`src/hdl/prs_pkg.sv`:
```
// Package of constants and carrier types for the return-address stack
package prs_pkg;
   localparam int PC_WIDTH = 11;
   localparam int PTR_WIDTH = 3;
   localparam int DEPTH = 8;
   localparam int ADDR_WIDTH = 8;
   localparam logic [7:0] ADDR_STACK_POINTER = 8'hdf;
   localparam logic [7:0] ADDR_ENTRY_BASE = 8'hf0;
   localparam logic [7:0] ADDR_ENTRY_LAST = 8'hff;
   localparam int GIE_BIT = 7;
   localparam logic [2:0] PTR_RESET = 3'h7;
   localparam logic GIE_RESET = 1'b0;
   localparam logic [10:0] PC_RESET = 11'h000;
   localparam logic [10:0] ENTRY_RESET = 11'h000;

   typedef struct packed {
      logic [7:0] addr;
      logic [7:0] wdata;
      logic wr;
      logic rd;
   } prs_bus_req_type;

   typedef struct packed {
      logic push;
      logic pop;
      logic [10:0] pc;
   } prs_seq_req_type;
endpackage : prs_pkg

```
`src/hdl/prs_entry.sv`:
```
// One stack level: an 11-bit saved program counter
`timescale 1ns/1ps
module prs_entry (
   input wire logic mclk_i,
   input wire logic rst_n_i,
   input wire logic load_i,
   input wire logic [10:0] data_i,
   input wire logic wr_high_i,
   input wire logic wr_low_i,
   input wire logic [7:0] wdata_i,
   output logic [10:0] value_o
);
   import prs_pkg::*;
   always_ff @(posedge mclk_i or negedge rst_n_i) begin
      if (!rst_n_i) begin
         value_o <= ENTRY_RESET;
      end else if (load_i) begin
         value_o <= data_i;
      end else begin
         // High byte keeps only three bits
         if (wr_high_i) begin
            value_o[10:8] <= wdata_i[2:0];
         end
         if (wr_low_i) begin
            value_o[7:0] <= wdata_i;
         end
      end
   end
endmodule : prs_entry

```
`src/hdl/prs_rdmux.sv`:
```
// Register read multiplexer over pointer and entry bytes
`timescale 1ns/1ps
module prs_rdmux (
   input wire logic [7:0] addr_i,
   input wire logic [2:0] ptr_i,
   input wire logic gie_i,
   input wire logic [10:0] entry_i [8],
   output logic [7:0] data_o
);
   import prs_pkg::*;
   logic [2:0] idx;
   always_comb begin
      idx = addr_i[3:1];
      data_o = 8'h00;
      if (addr_i == ADDR_STACK_POINTER) begin
         data_o = {gie_i, 4'h0, ptr_i};
      end else if (addr_i >= ADDR_ENTRY_BASE) begin
         if (addr_i[0]) begin
            data_o = {5'h00, entry_i[idx][10:8]};
         end else begin
            data_o = entry_i[idx][7:0];
         end
      end
   end
endmodule : prs_rdmux

```
`src/hdl/prs_stack.sv`:
```
// Top of the return-address stack with pointer, entries and program counter
//
// Local design decision: the strobed register port.
`timescale 1ns/1ps
module prs_stack (
   input wire logic mclk_i,
   input wire logic rst_n_i,
   input wire prs_pkg::prs_bus_req_type bus_i,
   input wire prs_pkg::prs_seq_req_type seq_i,
   output logic [7:0] rdata_o,
   output logic [10:0] program_counter_o,
   output logic global_interrupt_enable_o,
   output logic [2:0] stack_level_index_o,
   output logic overflow_o
);
   import prs_pkg::*;

   logic [2:0] ptr;
   logic global_interrupt_enable;
   logic [10:0] pc;
   logic [10:0] entries [8];
   logic [2:0] push_slot;
   logic [2:0] pop_slot;
   logic [7:0] next_rdata;
   logic ptr_wr;
   logic entry_wr;
   logic [2:0] wr_idx;
   logic push;
   logic pop;

   // Push and pop at once is meaningless; push wins
   assign push = seq_i.push;
   assign pop = seq_i.pop & ~seq_i.push;

   // Entry written by a push: pointer 111 -> 0, 110 -> 1 ... 000 -> 7 wraps back
   // The new pointer p designates entry (6 - p) mod 8
   assign push_slot = 3'(3'h6 - (ptr - 3'h1));
   assign pop_slot = 3'(3'h6 - ptr);

   assign ptr_wr = bus_i.wr && (bus_i.addr == ADDR_STACK_POINTER);
   assign entry_wr = bus_i.wr && (bus_i.addr >= ADDR_ENTRY_BASE);
   assign wr_idx = bus_i.addr[3:1];

   // Pointer: hardware push/pop beats a software write in the same cycle
   always_ff @(posedge mclk_i or negedge rst_n_i) begin
      if (!rst_n_i) begin
         ptr <= PTR_RESET;
      end else if (push) begin
         ptr <= ptr - 3'h1;
      end else if (pop) begin
         ptr <= ptr + 3'h1;
      end else if (ptr_wr) begin
         ptr <= bus_i.wdata[2:0];
      end
   end

   always_ff @(posedge mclk_i or negedge rst_n_i) begin
      if (!rst_n_i) begin
         global_interrupt_enable <= GIE_RESET;
      end else if (ptr_wr) begin
         global_interrupt_enable <= bus_i.wdata[GIE_BIT];
      end
   end

   // Program counter restored on return, otherwise taken from the sequencer
   always_ff @(posedge mclk_i or negedge rst_n_i) begin
      if (!rst_n_i) begin
         pc <= PC_RESET;
      end else if (pop) begin
         pc <= entries[pop_slot];
      end else begin
         pc <= seq_i.pc;
      end
   end

   // Overflow: a push from pointer 111 while entry 7 is in use
   logic full;
   always_ff @(posedge mclk_i or negedge rst_n_i) begin
      if (!rst_n_i) begin
         full <= 1'b0;
      end else if (push) begin
         full <= (ptr == 3'h0);
      end else if (pop || ptr_wr) begin
         full <= 1'b0;
      end
   end

   always_ff @(posedge mclk_i or negedge rst_n_i) begin
      if (!rst_n_i) begin
         overflow_o <= 1'b0;
      end else begin
         overflow_o <= push && full;
      end
   end

   genvar g;
   generate
      for (g = 0; g < DEPTH; g++) begin : g_level
         prs_entry u_entry (
            .mclk_i(mclk_i),
            .rst_n_i(rst_n_i),
            .load_i(push && (push_slot == 3'(g))),
            .data_i(seq_i.pc),
            .wr_high_i(entry_wr && (wr_idx == 3'(g)) && bus_i.addr[0]),
            .wr_low_i(entry_wr && (wr_idx == 3'(g)) && !bus_i.addr[0]),
            .wdata_i(bus_i.wdata),
            .value_o(entries[g])
         );
      end
   endgenerate

   prs_rdmux u_rdmux (
      .addr_i(bus_i.addr),
      .ptr_i(ptr),
      .gie_i(global_interrupt_enable),
      .entry_i(entries),
      .data_o(next_rdata)
   );

   // Read data only in the cycle after the strobe
   always_ff @(posedge mclk_i or negedge rst_n_i) begin
      if (!rst_n_i) begin
         rdata_o <= 8'h00;
      end else if (bus_i.rd) begin
         rdata_o <= next_rdata;
      end else begin
         rdata_o <= 8'h00;
      end
   end

   assign program_counter_o = pc;
   assign global_interrupt_enable_o = global_interrupt_enable;
   assign stack_level_index_o = ptr;
endmodule : prs_stack

```
`config.mk`:
```
export PLATFORM = sky130hd
export DESIGN_NAME = prs_stack
export DESIGN_NICKNAME = d
export VERILOG_FILES = /design/src/hdl/prs_pkg.sv /design/src/hdl/prs_entry.sv /design/src/hdl/prs_rdmux.sv /design/src/hdl/prs_stack.sv
export SDC_FILE = /design/constraint.sdc
export NUM_CORES = 1
export LEC_CHECK = 0
export CAP_MARGIN = 0
export CELL_PAD_IN_SITES_DETAIL_PLACEMENT = 2
export CELL_PAD_IN_SITES_GLOBAL_PLACEMENT = 2
export CORE_MARGIN = 3
export CORE_UTILIZATION = 38
export DETAILED_ROUTE_END_ITERATION = 10
export DONT_BUFFER_PORTS = 1
export PLACE_DENSITY = 0.71
export SLEW_MARGIN = 20
export SYNTH_ARGS = -nofsm -noshare
export SYNTH_HDL_FRONTEND = slang
export SYNTH_SLANG_ARGS = --single-unit
```
`constraint.sdc`:
```
create_clock -name mclk_i -period 4.9 [get_ports mclk_i]
set_input_delay 0 -clock mclk_i [delete_from_list [all_inputs] [get_ports mclk_i]]
set_output_delay 0 -clock mclk_i [all_outputs]
set_load 0.03 [all_outputs]
```
---- After elaboration in Yosys (flattened, before gate mapping) ----
Index checks and enable logic that the tools add are counted.
storage, ports and cells
  output and inout bits ................... 24
  register bits after elaboration ......... 113
operators by class
  add/subtract/negate cells ............... 4
  reduce and logical (&&, ||, !) cells .... 58
  muxes and demuxes ....................... 40
  order comparisons ....................... 3
  equality and inequality tests ........... 15
  bitwise operators ....................... 4
operators by type and width
  operator             count
  $mux 11              13
  $mux 8               12
  $bmux 11 s3          2
  $logic_and 1x1->1    35
  $reduce_bool 2->1    17
  $mux 3               11
  $eq 3x3->1 const B   8
  $eq 3x2->1 const B   4
  $logic_not 3->1      3
  $eq 8x8->1 const B   1
  $ge 4x4->1 const B   2
  $ge 8x8->1 const B   1
  $not 3->4            2
  $eq 3x1->1 const B   2
  $sub 3x3->3 const A  2
  $add 3x1->3 const B  1
  $reduce_bool 3->1    1
  $sub 3x1->3 const B  1
  $mux 1               2
  $and 1x1->1          1
  $logic_not 1->1      1
  $logic_or 1x1->1     1
  $not 1->1            1

---- Longest topological paths before layout ----
Gate-level depths: netlist of run 1.
  word-level depth ........................ 8
  mapped depth ............................ 9

---- Modules after synthesis ----
Synthesis of run 1 repeated with hierarchy kept, for this count alone.
unflattened totals
  cells, all modules ...................... 641
  area total of the unflattened synthesis .. 6762.7 um2
modules (own cells, without submodules)
  module     area an instance (um2)  cells each  times used
  prs_entry  503.0                   47          8
  prs_stack  1960.6                  202         1
  prs_rdmux  778.2                   63          1

---- Least setup slack after synthesis of run 1 ----
No wires, ideal clock.
  path kind ............................... flip-flop to flip-flop
  from .................................... register ptr[0], in the netlist stack_level_index_o[0]
  to ...................................... register pc[3], in the netlist program_counter_o[3]
  slack ................................... 2119 ps
  cell stages (with the launch flop) ...... 10
  arrival ................................. 2648 ps
  setup time .............................. 133 ps
  data required time ...................... 4767 ps
  path through ............................ dfstp_2 -> buf_2 -> buf_2 -> inv_1 -> ha_1 -> clkbuf_1 -> clkbuf_1 -> mux4_2 -> mux2i_1 -> o21ai_0
between the ends
  word-level cells in the longest chain between the ends .. 6
RTL lines
  what                                        line             text
  start, declared                             prs_stack.sv:18  logic [2:0] ptr;
  start signal, assigned                      prs_stack.sv:49  ptr <= ptr - 3'h1;
  start signal, assigned                      prs_stack.sv:51  ptr <= ptr + 3'h1;
  start signal, assigned                      prs_stack.sv:53  ptr <= bus_i.wdata[2:0];
  $sub 3x3->3                                 prs_stack.sv:38  assign pop_slot = 3'(3'h6 - ptr);
  $not 3->4 (implied by the code)             prs_stack.sv:70  pc <= entries[pop_slot];
  $bmux 11 s3                                 prs_stack.sv:70
  $mux 11 (implied by the code) (2 in a row)  prs_stack.sv:70
  $mux 11                                     prs_stack.sv:69  end else if (pop) begin
  end signal, assigned                        prs_stack.sv:70
  end signal, assigned                        prs_stack.sv:72  pc <= seq_i.pc;
  end, declared                               prs_stack.sv:20  logic [10:0] pc;
Every way passes these cells. The select of a mux whose other input is x is not followed.
A chain may end at the register's enable or synchronous reset.

---- Worst setup path after layout of run 1 ----
  from .................................... input bus_i[13] (netlist name)
  to ...................................... register g_level[4].u_entry.value_o[3]
between the ends
  word-level cells in the longest chain between the ends .. 5
RTL lines
  what                                line              text
  start, declared                     prs_stack.sv:8    input wire prs_pkg::prs_bus_req_type bus_i,
  $ge 8x8->1                          prs_stack.sv:41   assign entry_wr = bus_i.wr && (bus_i.addr >= ADDR_ENTRY_BASE);
  $logic_and 1x1->1                   prs_stack.sv:41
  $logic_and 1x1->1 (*) (2 in a row)  prs_stack.sv:105  .wr_low_i(entry_wr && (wr_idx == 3'(g)) && !bus_i.addr[0]),
  $reduce_bool 2->1 (no line) (*)     --
  end signal, assigned                prs_entry.sv:18   value_o <= data_i;
  end signal, assigned                prs_entry.sv:25   value_o[7:0] <= wdata_i;
  end, declared                       prs_entry.sv:11   output logic [10:0] value_o
Mark *: on every way between the ends. The rest lies on a longest branch, timed or not.

==> results of run 1 <==
-- per-stage QoR --
step	power, mW	utilization (%)	instance area, µm²	hold slack (ns)	instances
global placement	3.44	39.8	6720	-0.291	846
global route	5.42	46.1	7780	0.0240	916
finish	5.13	46.1	7780	0.00388	916
floorplan	3.09	-	6650	-0.296	684
detailed placement	3.58	39.9	6730	-0.291	846
CTS	5.15	46.1	7780	0.00157	914
-- cell type report --
class	instances	area, µm²	area share (%)
multi-input combinational	503	3570	45.8
sequential	113	2830	36.4
clock buffer	20	467	5.99
timing repair buffer	41	415	5.34
tap	220	275	3.54
clock inverter	12	204	2.62
inverter	5	18.8	0.241
antenna	2	5.00	0.0643
-- Yosys cell counts (3+ instances only) --
library cell / n
dfrtp_1: 110
o21ai_1: 3
a21oi_1: 67
buf_2: 13
dfstp_2: 3
buf_1: 12
a31oi_1: 32
and2_1: 3
a221oi_1: 4
nor3_1: 4
mux2i_1: 85
clkbuf_1: 37
ha_1: 6
nand3_1: 8
nand2b_1: 3
o21ai_0: 17
nand2_1: 102
inv_1: 3
nand3b_1: 4
mux4_2: 34
nor2_1: 100
nor2b_1: 5
-- power breakdown --
part / internal (mW) / switching [mW]
combinational: 0.937 / 0.870
clock: 0.944 / 0.479
sequential: 1.36 / 0.535
total: 3.24 / 1.88
-- cells by family after synthesis --
logic type / Yosys count / share of synthesized area [%]
simple gates: 245 / 16.5
compound gates: 129 / 10.8
mux: 121 / 24.6
flops: 113 / 42.6
buf+inv: 68 / 4.14
fa+ha+maj: 6 / 1.13
xor+xnor: 2 / 0.263
-- timing repair --
action | in CTS | in global routing
resized for setup | 0 | 0
endpoints found under the hold margin | 224 | 0
setup endpoints to repair | 0 | 0
hold buffers | 36 | 0
-- layer usage --
metal  vias up  global-route usage, %  wire length, µm
li1       2433                      -                -
met1      3027                   34.3            10800
met2       162                   50.0            14000
met3        43                   5.66             1090
met4         0                   9.98              724
met5         -                      0                0
-- critical path, delay by kind of cell --
| family | cells | cell delay (ns) |
|---|---|---|
| buffers and inverters | 4 | 2.70 |
| and+or+nand+nor | 3 | 1.02 |
| AOI/OAI and AO/OA | 1 | 0.18 |
-- final timing paths --
| kind | endpoint | startpoint | slack [ns] | cells after the start |
|---|---|---|---|---|
| worst max-delay path | g_level[4].u_entry.value_o[3] | bus_i[13] | 1.37 | 8 |
| worst min register to register | overflow_o | full | 0.55 | 1 |
| max in group asynchronous | g_level[7].u_entry.value_o[2] | rst_n_i | 4.15 | 2 |
| worst max register to register | g_level[4].u_entry.value_o[3] | stack_level_index_o[0] | 1.79 | 5 |
| min in group asynchronous | program_counter_o[8] | rst_n_i | 0.11 | 2 |
| worst min-delay path | full | bus_i[10] | 0.004 | 3 |
-- flip-flops by register name (all words and copies together), names as in the netlist --
register,flops
stack_level_index_o,3
g_level.u_entry.value_o,88
full,1
rdata_o,8
overflow_o,1
global_interrupt_enable_o,1
program_counter_o,11
==> flow_metrics.env, run 1 <==
export IMPL_start_util_pct=39.4
export IMPL_async_flop_share_pct=100
export IMPL_ys_types=46
export IMPL_nNetsFinal=720
export IMPL_yosysSeqAreaShare_pct=42.6
export IMPL_fin_crit_sh_pct=72.1
export IMPL_synth_edf_count=0
export IMPL_num_io_pins=57
export IMPL_maxCapViolations=0
export IMPL_grt_overflow=0
export IMPL_avgViaCountPerCell=6.18
export IMPL_syn_cell_area_mm2=0.00665
export IMPL_cp_common_cell="dlygate4sd3_1"
export IMPL_period_needed_ns=3.53
export IMPL_synth_seq_cells=113
export IMPL_synth_area_leader_cell="dfrtp_1"
export IMPL_p_per_area_mw_per_mm2=659
export IMPL_final_cell_mix="110 x dfrtp_1, 102 x nand2_1, 100 x nor2_1, 85 x mux2i_1, 67 x a21oi_1"
export IMPL_port_buffers=0
export IMPL_fill_cells=1716
export IMPL_area_growth_pct=17.0
export IMPL_path_max_fanout=15
export IMPL_fp_dieArea_mm2=0.0191
export IMPL_grt_antenna_before_repair=1
export IMPL_max_slew_margin_rel_pct=25.9
export IMPL_critical_path_required_ns=5.27
export IMPL_crit_path_end_kind="flop"
export IMPL_syn_avg_cell_area_um2=9.73
export IMPL_track_usage_pct=28.3
export IMPL_power_leakage_nw=3.51
export IMPL_irDropWorstVdd_uv=266
export IMPL_detailed_place_hpwl_um=16400
export IMPL_crit_chain="dlygate4sd3_1, inv_2, or4_4, nor3_4, dlygate4sd3_1, nand2_1, a31oi_1, dlygate4sd3_1"
export IMPL_place_congestion=0.819
export IMPL_drt_wl_total_um=26600
export IMPL_cts_buffer_depth=2
export IMPL_fin_tns_setup_ns=0
export IMPL_grt_max_degree=114
export IMPL_grt_pass1_wl_um=40600
export IMPL_numCtsBuffers=17
export IMPL_row_count=47
export IMPL_via_count=5665
export IMPL_setup_ws_ns=1.37
export IMPL_finalHoldViolCount=0
export IMPL_clk_latency_ns=0.43
export IMPL_clock_root_buffer="clkbuf_16"
export IMPL_wl_per_cell_um=29.1
export IMPL_fmax_mhz=283
export IMPL_clk_pin_slew_ns=0.06
export IMPL_dieHeight_um=138
export IMPL_crit_path_start_kind="input pin"
export IMPL_drtIter0Drc=272
export IMPL_rsz0062_at_grt="no"
export IMPL_cts_num_sinks=113
export IMPL_post_place_ws_ns=1.75
export IMPL_criticalPathCategory="in2reg"
export IMPL_postCtsSetupRepairBufs=0
export IMPL_drc=0
export IMPL_final_common_cell="dfrtp_1"
export IMPL_synthTopCellsByArea="dfrtp_1 41%, mux2i_1 13%, mux4_2 12%"
export IMPL_die_w_um=138
export IMPL_cpPeakStageDelay_ns=0.95
export IMPL_cts_tree="done"
export IMPL_syn_inst=684
export IMPL_htreeDepth=4
export IMPL_min_path_type="in2reg"
export IMPL_critPathSlowestCell="dlygate4sd3_1"
export IMPL_grt_pass1_vias=6278
export IMPL_syn_nets=723
export IMPL_tightest_slew_ns=1.11
export IMPL_drive_gt1_share_pct=13.3
export IMPL_synth_top_area_share_pct=41.4
export IMPL_setup_violations_final=0
export IMPL_drv_slew=0
export IMPL_drt_pass1_iter_count=5
export IMPL_fp_coreArea_mm2=0.0169
export IMPL_ys_warnings_count=0
export IMPL_ant_nets=0
export IMPL_arrival_ns=3.90
export IMPL_skew_ns=0.0107
export IMPL_ys_flop_type="dfrtp_1"
export IMPL_outcome="complete, no violations"
Note: power is estimated with default switching activity, not from simulation.
==> run 2: changes to the inputs <==
Settings changed: CORE_UTILIZATION 38 to 37, PLACE_DENSITY 0.71 to 0.72.
Clock period 4.9 ns to 3.2 ns, I/O delays scaled along.
==> run 2 against run 1 <==
  * Worst hold slack gained 0.0074 ns
  * Count of clock-buffer cells in the layout rose by 2
  * Combinational power increased by 56%
  * Sequential cell count unchanged
  * Power rose by 50%
  * Via count grew 1.2%
  * Sequential power rose by 54%
  * Routed wire length is 4.2% higher
  * Critical path type unchanged
  * Largest cell class unchanged
==> flow_metrics.env, run 2 (synthesized netlist as in run 1, its figures left out) <==
export IMPL_cts_num_sinks=113
export IMPL_antenna_cells=0
export IMPL_top_register="g_level.u_entry.value_o"
export IMPL_cp_num_buf_inv=3
export IMPL_grt_antenna_before_repair=0
export IMPL_detailed_place_hpwl_um=16800
export IMPL_whs_ns=0.0113
export IMPL_criticalPathCategory="in2reg"
export IMPL_irDropWorstVdd_uv=449
export IMPL_wl_per_cell_um=29.7
export IMPL_fp_dieArea_mm2=0.0196
export IMPL_p_per_area_mw_per_mm2=981
export IMPL_finalHoldViolCount=0
export IMPL_cts_buffer_depth=2
export IMPL_tightest_slew_ns=1.17
export IMPL_fin_tns_setup_ns=0
export IMPL_crit_chain="dlygate4sd3_1, inv_2, or4_4, nor3_4, dlygate4sd3_1, nand2_1, a31oi_1"
export IMPL_track_usage_pct=29.0
export IMPL_start_util_pct=38.1
export IMPL_grt_overflow=0
export IMPL_drc=0
export IMPL_power_leakage_nw=3.54
export IMPL_drt_pass1_iter_count=4
export IMPL_clk_pin_slew_ns=0.06
export IMPL_row_count=48
export IMPL_drive_gt1_share_pct=13.8
export IMPL_area_growth_pct=17.5
export IMPL_drt_wl_total_um=27800
export IMPL_fmax_mhz=335
export IMPL_design_area_mm2=0.00782
export IMPL_crit_path_start_kind="input pin"
export IMPL_cpPeakStageDelay_ns=0.94
export IMPL_fin_crit_sh_pct=93.3
export IMPL_grt_pass1_wl_um=41900
export IMPL_grt_pass1_vias=6416
export IMPL_final_cell_mix="110 x dfrtp_1, 102 x nand2_1, 100 x nor2_1, 85 x mux2i_1, 67 x a21oi_1"
export IMPL_dieHeight_um=140
export IMPL_setup_violations_final=0
export IMPL_utilization_pct=44.7
export IMPL_cp_common_cell="dlygate4sd3_1"
export IMPL_critical_path_required_ns=3.55
export IMPL_cts_tree="done"
export IMPL_rsz0062_at_grt="no"
export IMPL_numCtsBuffers=17
export IMPL_grt_max_degree=114
export IMPL_final_cells=934
export IMPL_fill_cells=1796
export IMPL_ant_nets=0
export IMPL_placed_area_mm2=0.00678
export IMPL_critical_path_top_delay_family="buffers and inverters"
export IMPL_dp_cells=858
export IMPL_maxCapViolations=0
export IMPL_htreeDepth=4
export IMPL_port_buffers=0
export IMPL_skew_ns=0.0169
export IMPL_place_congestion=0.825
export IMPL_drv_slew=0
export IMPL_min_path_type="in2reg"
export IMPL_path_max_fanout=15
export IMPL_outcome="complete, no violations"
export IMPL_clock_root_buffer="clkbuf_16"
export IMPL_post_place_ws_ns=0.660
export IMPL_die_w_um=140
export IMPL_largest_register_ffs=88
export IMPL_critPathSlowestCell="dlygate4sd3_1"
export IMPL_setup_ws_ns=0.216
export IMPL_clk_latency_ns=0.44
export IMPL_num_io_pins=57
export IMPL_arrival_ns=3.33
export IMPL_totalPowerFinal_mw=7.67
export IMPL_max_slew_margin_rel_pct=21.7
export IMPL_via_count=5732
export IMPL_drtIter0Drc=377
export IMPL_crit_path_end_kind="flop"
export IMPL_avgViaCountPerCell=6.14
export IMPL_period_needed_ns=2.98
export IMPL_nNetsFinal=736
export IMPL_final_common_cell="dfrtp_1"
export IMPL_fp_coreArea_mm2=0.0175
## run 2: where the power goes
group	switching (mW)	total, mW	internal (mW)
clock	0.726	1.93	1.20
combinational	1.37	2.82	1.46
sequential	0.839	2.93	2.09
total	2.93	7.67	4.74
## run 2: worst paths after layout
check                                            start                             end  slack, ns  depth (start not counted)
worst max-delay path                         bus_i[13]   g_level[4].u_entry.value_o[7]       0.22                          7
worst min-delay path                         bus_i[15]                      rdata_o[1]       0.01                          4
worst max register to register  stack_level_index_o[0]          stack_level_index_o[1]       0.46                          6
worst min register to register                    full                      overflow_o       0.55                          1
max in group asynchronous                      rst_n_i   g_level[2].u_entry.value_o[8]       2.44                          2
min in group asynchronous                      rst_n_i  g_level[7].u_entry.value_o[10]       0.29                          2
## run 2: area by class of cell
cell class	count	area [µm²]	area share (%)
flip-flops and latches	113	2830	36.2
clock buffers	22	474	6.06
clock inverters	9	108	1.38
well taps	225	282	3.60
inverters	5	18.8	0.240
multi-input cells	503	3550	45.5
repair buffers	57	551	7.04
## run 2: worst min-delay path, cell delays in order
cell and delay [ns]:
nor4_1 0.03, buf_4 0.16, nand2_1 0.10, nand3_1 0.10
## run 2: what timing repair did
action                                  in CTS  in global routing
gates resized for setup                      0                  0
endpoints found under the setup margin       0                  1
endpoints found under the hold margin      225                  0
hold buffers                                42                  0
setup buffers                                0                  3
## run 2: routing by layer
| layer | up-vias | GRT usage [%] | wire [µm] |
|---|---|---|---|
| met5 | - | 0 | 0 |
| met4 | 0 | 14.9 | 1160 |
| met3 | 49 | 6.45 | 1590 |
| met2 | 167 | 50.3 | 14500 |
| met1 | 3067 | 33.6 | 10500 |
| li1 | 2449 | - | - |
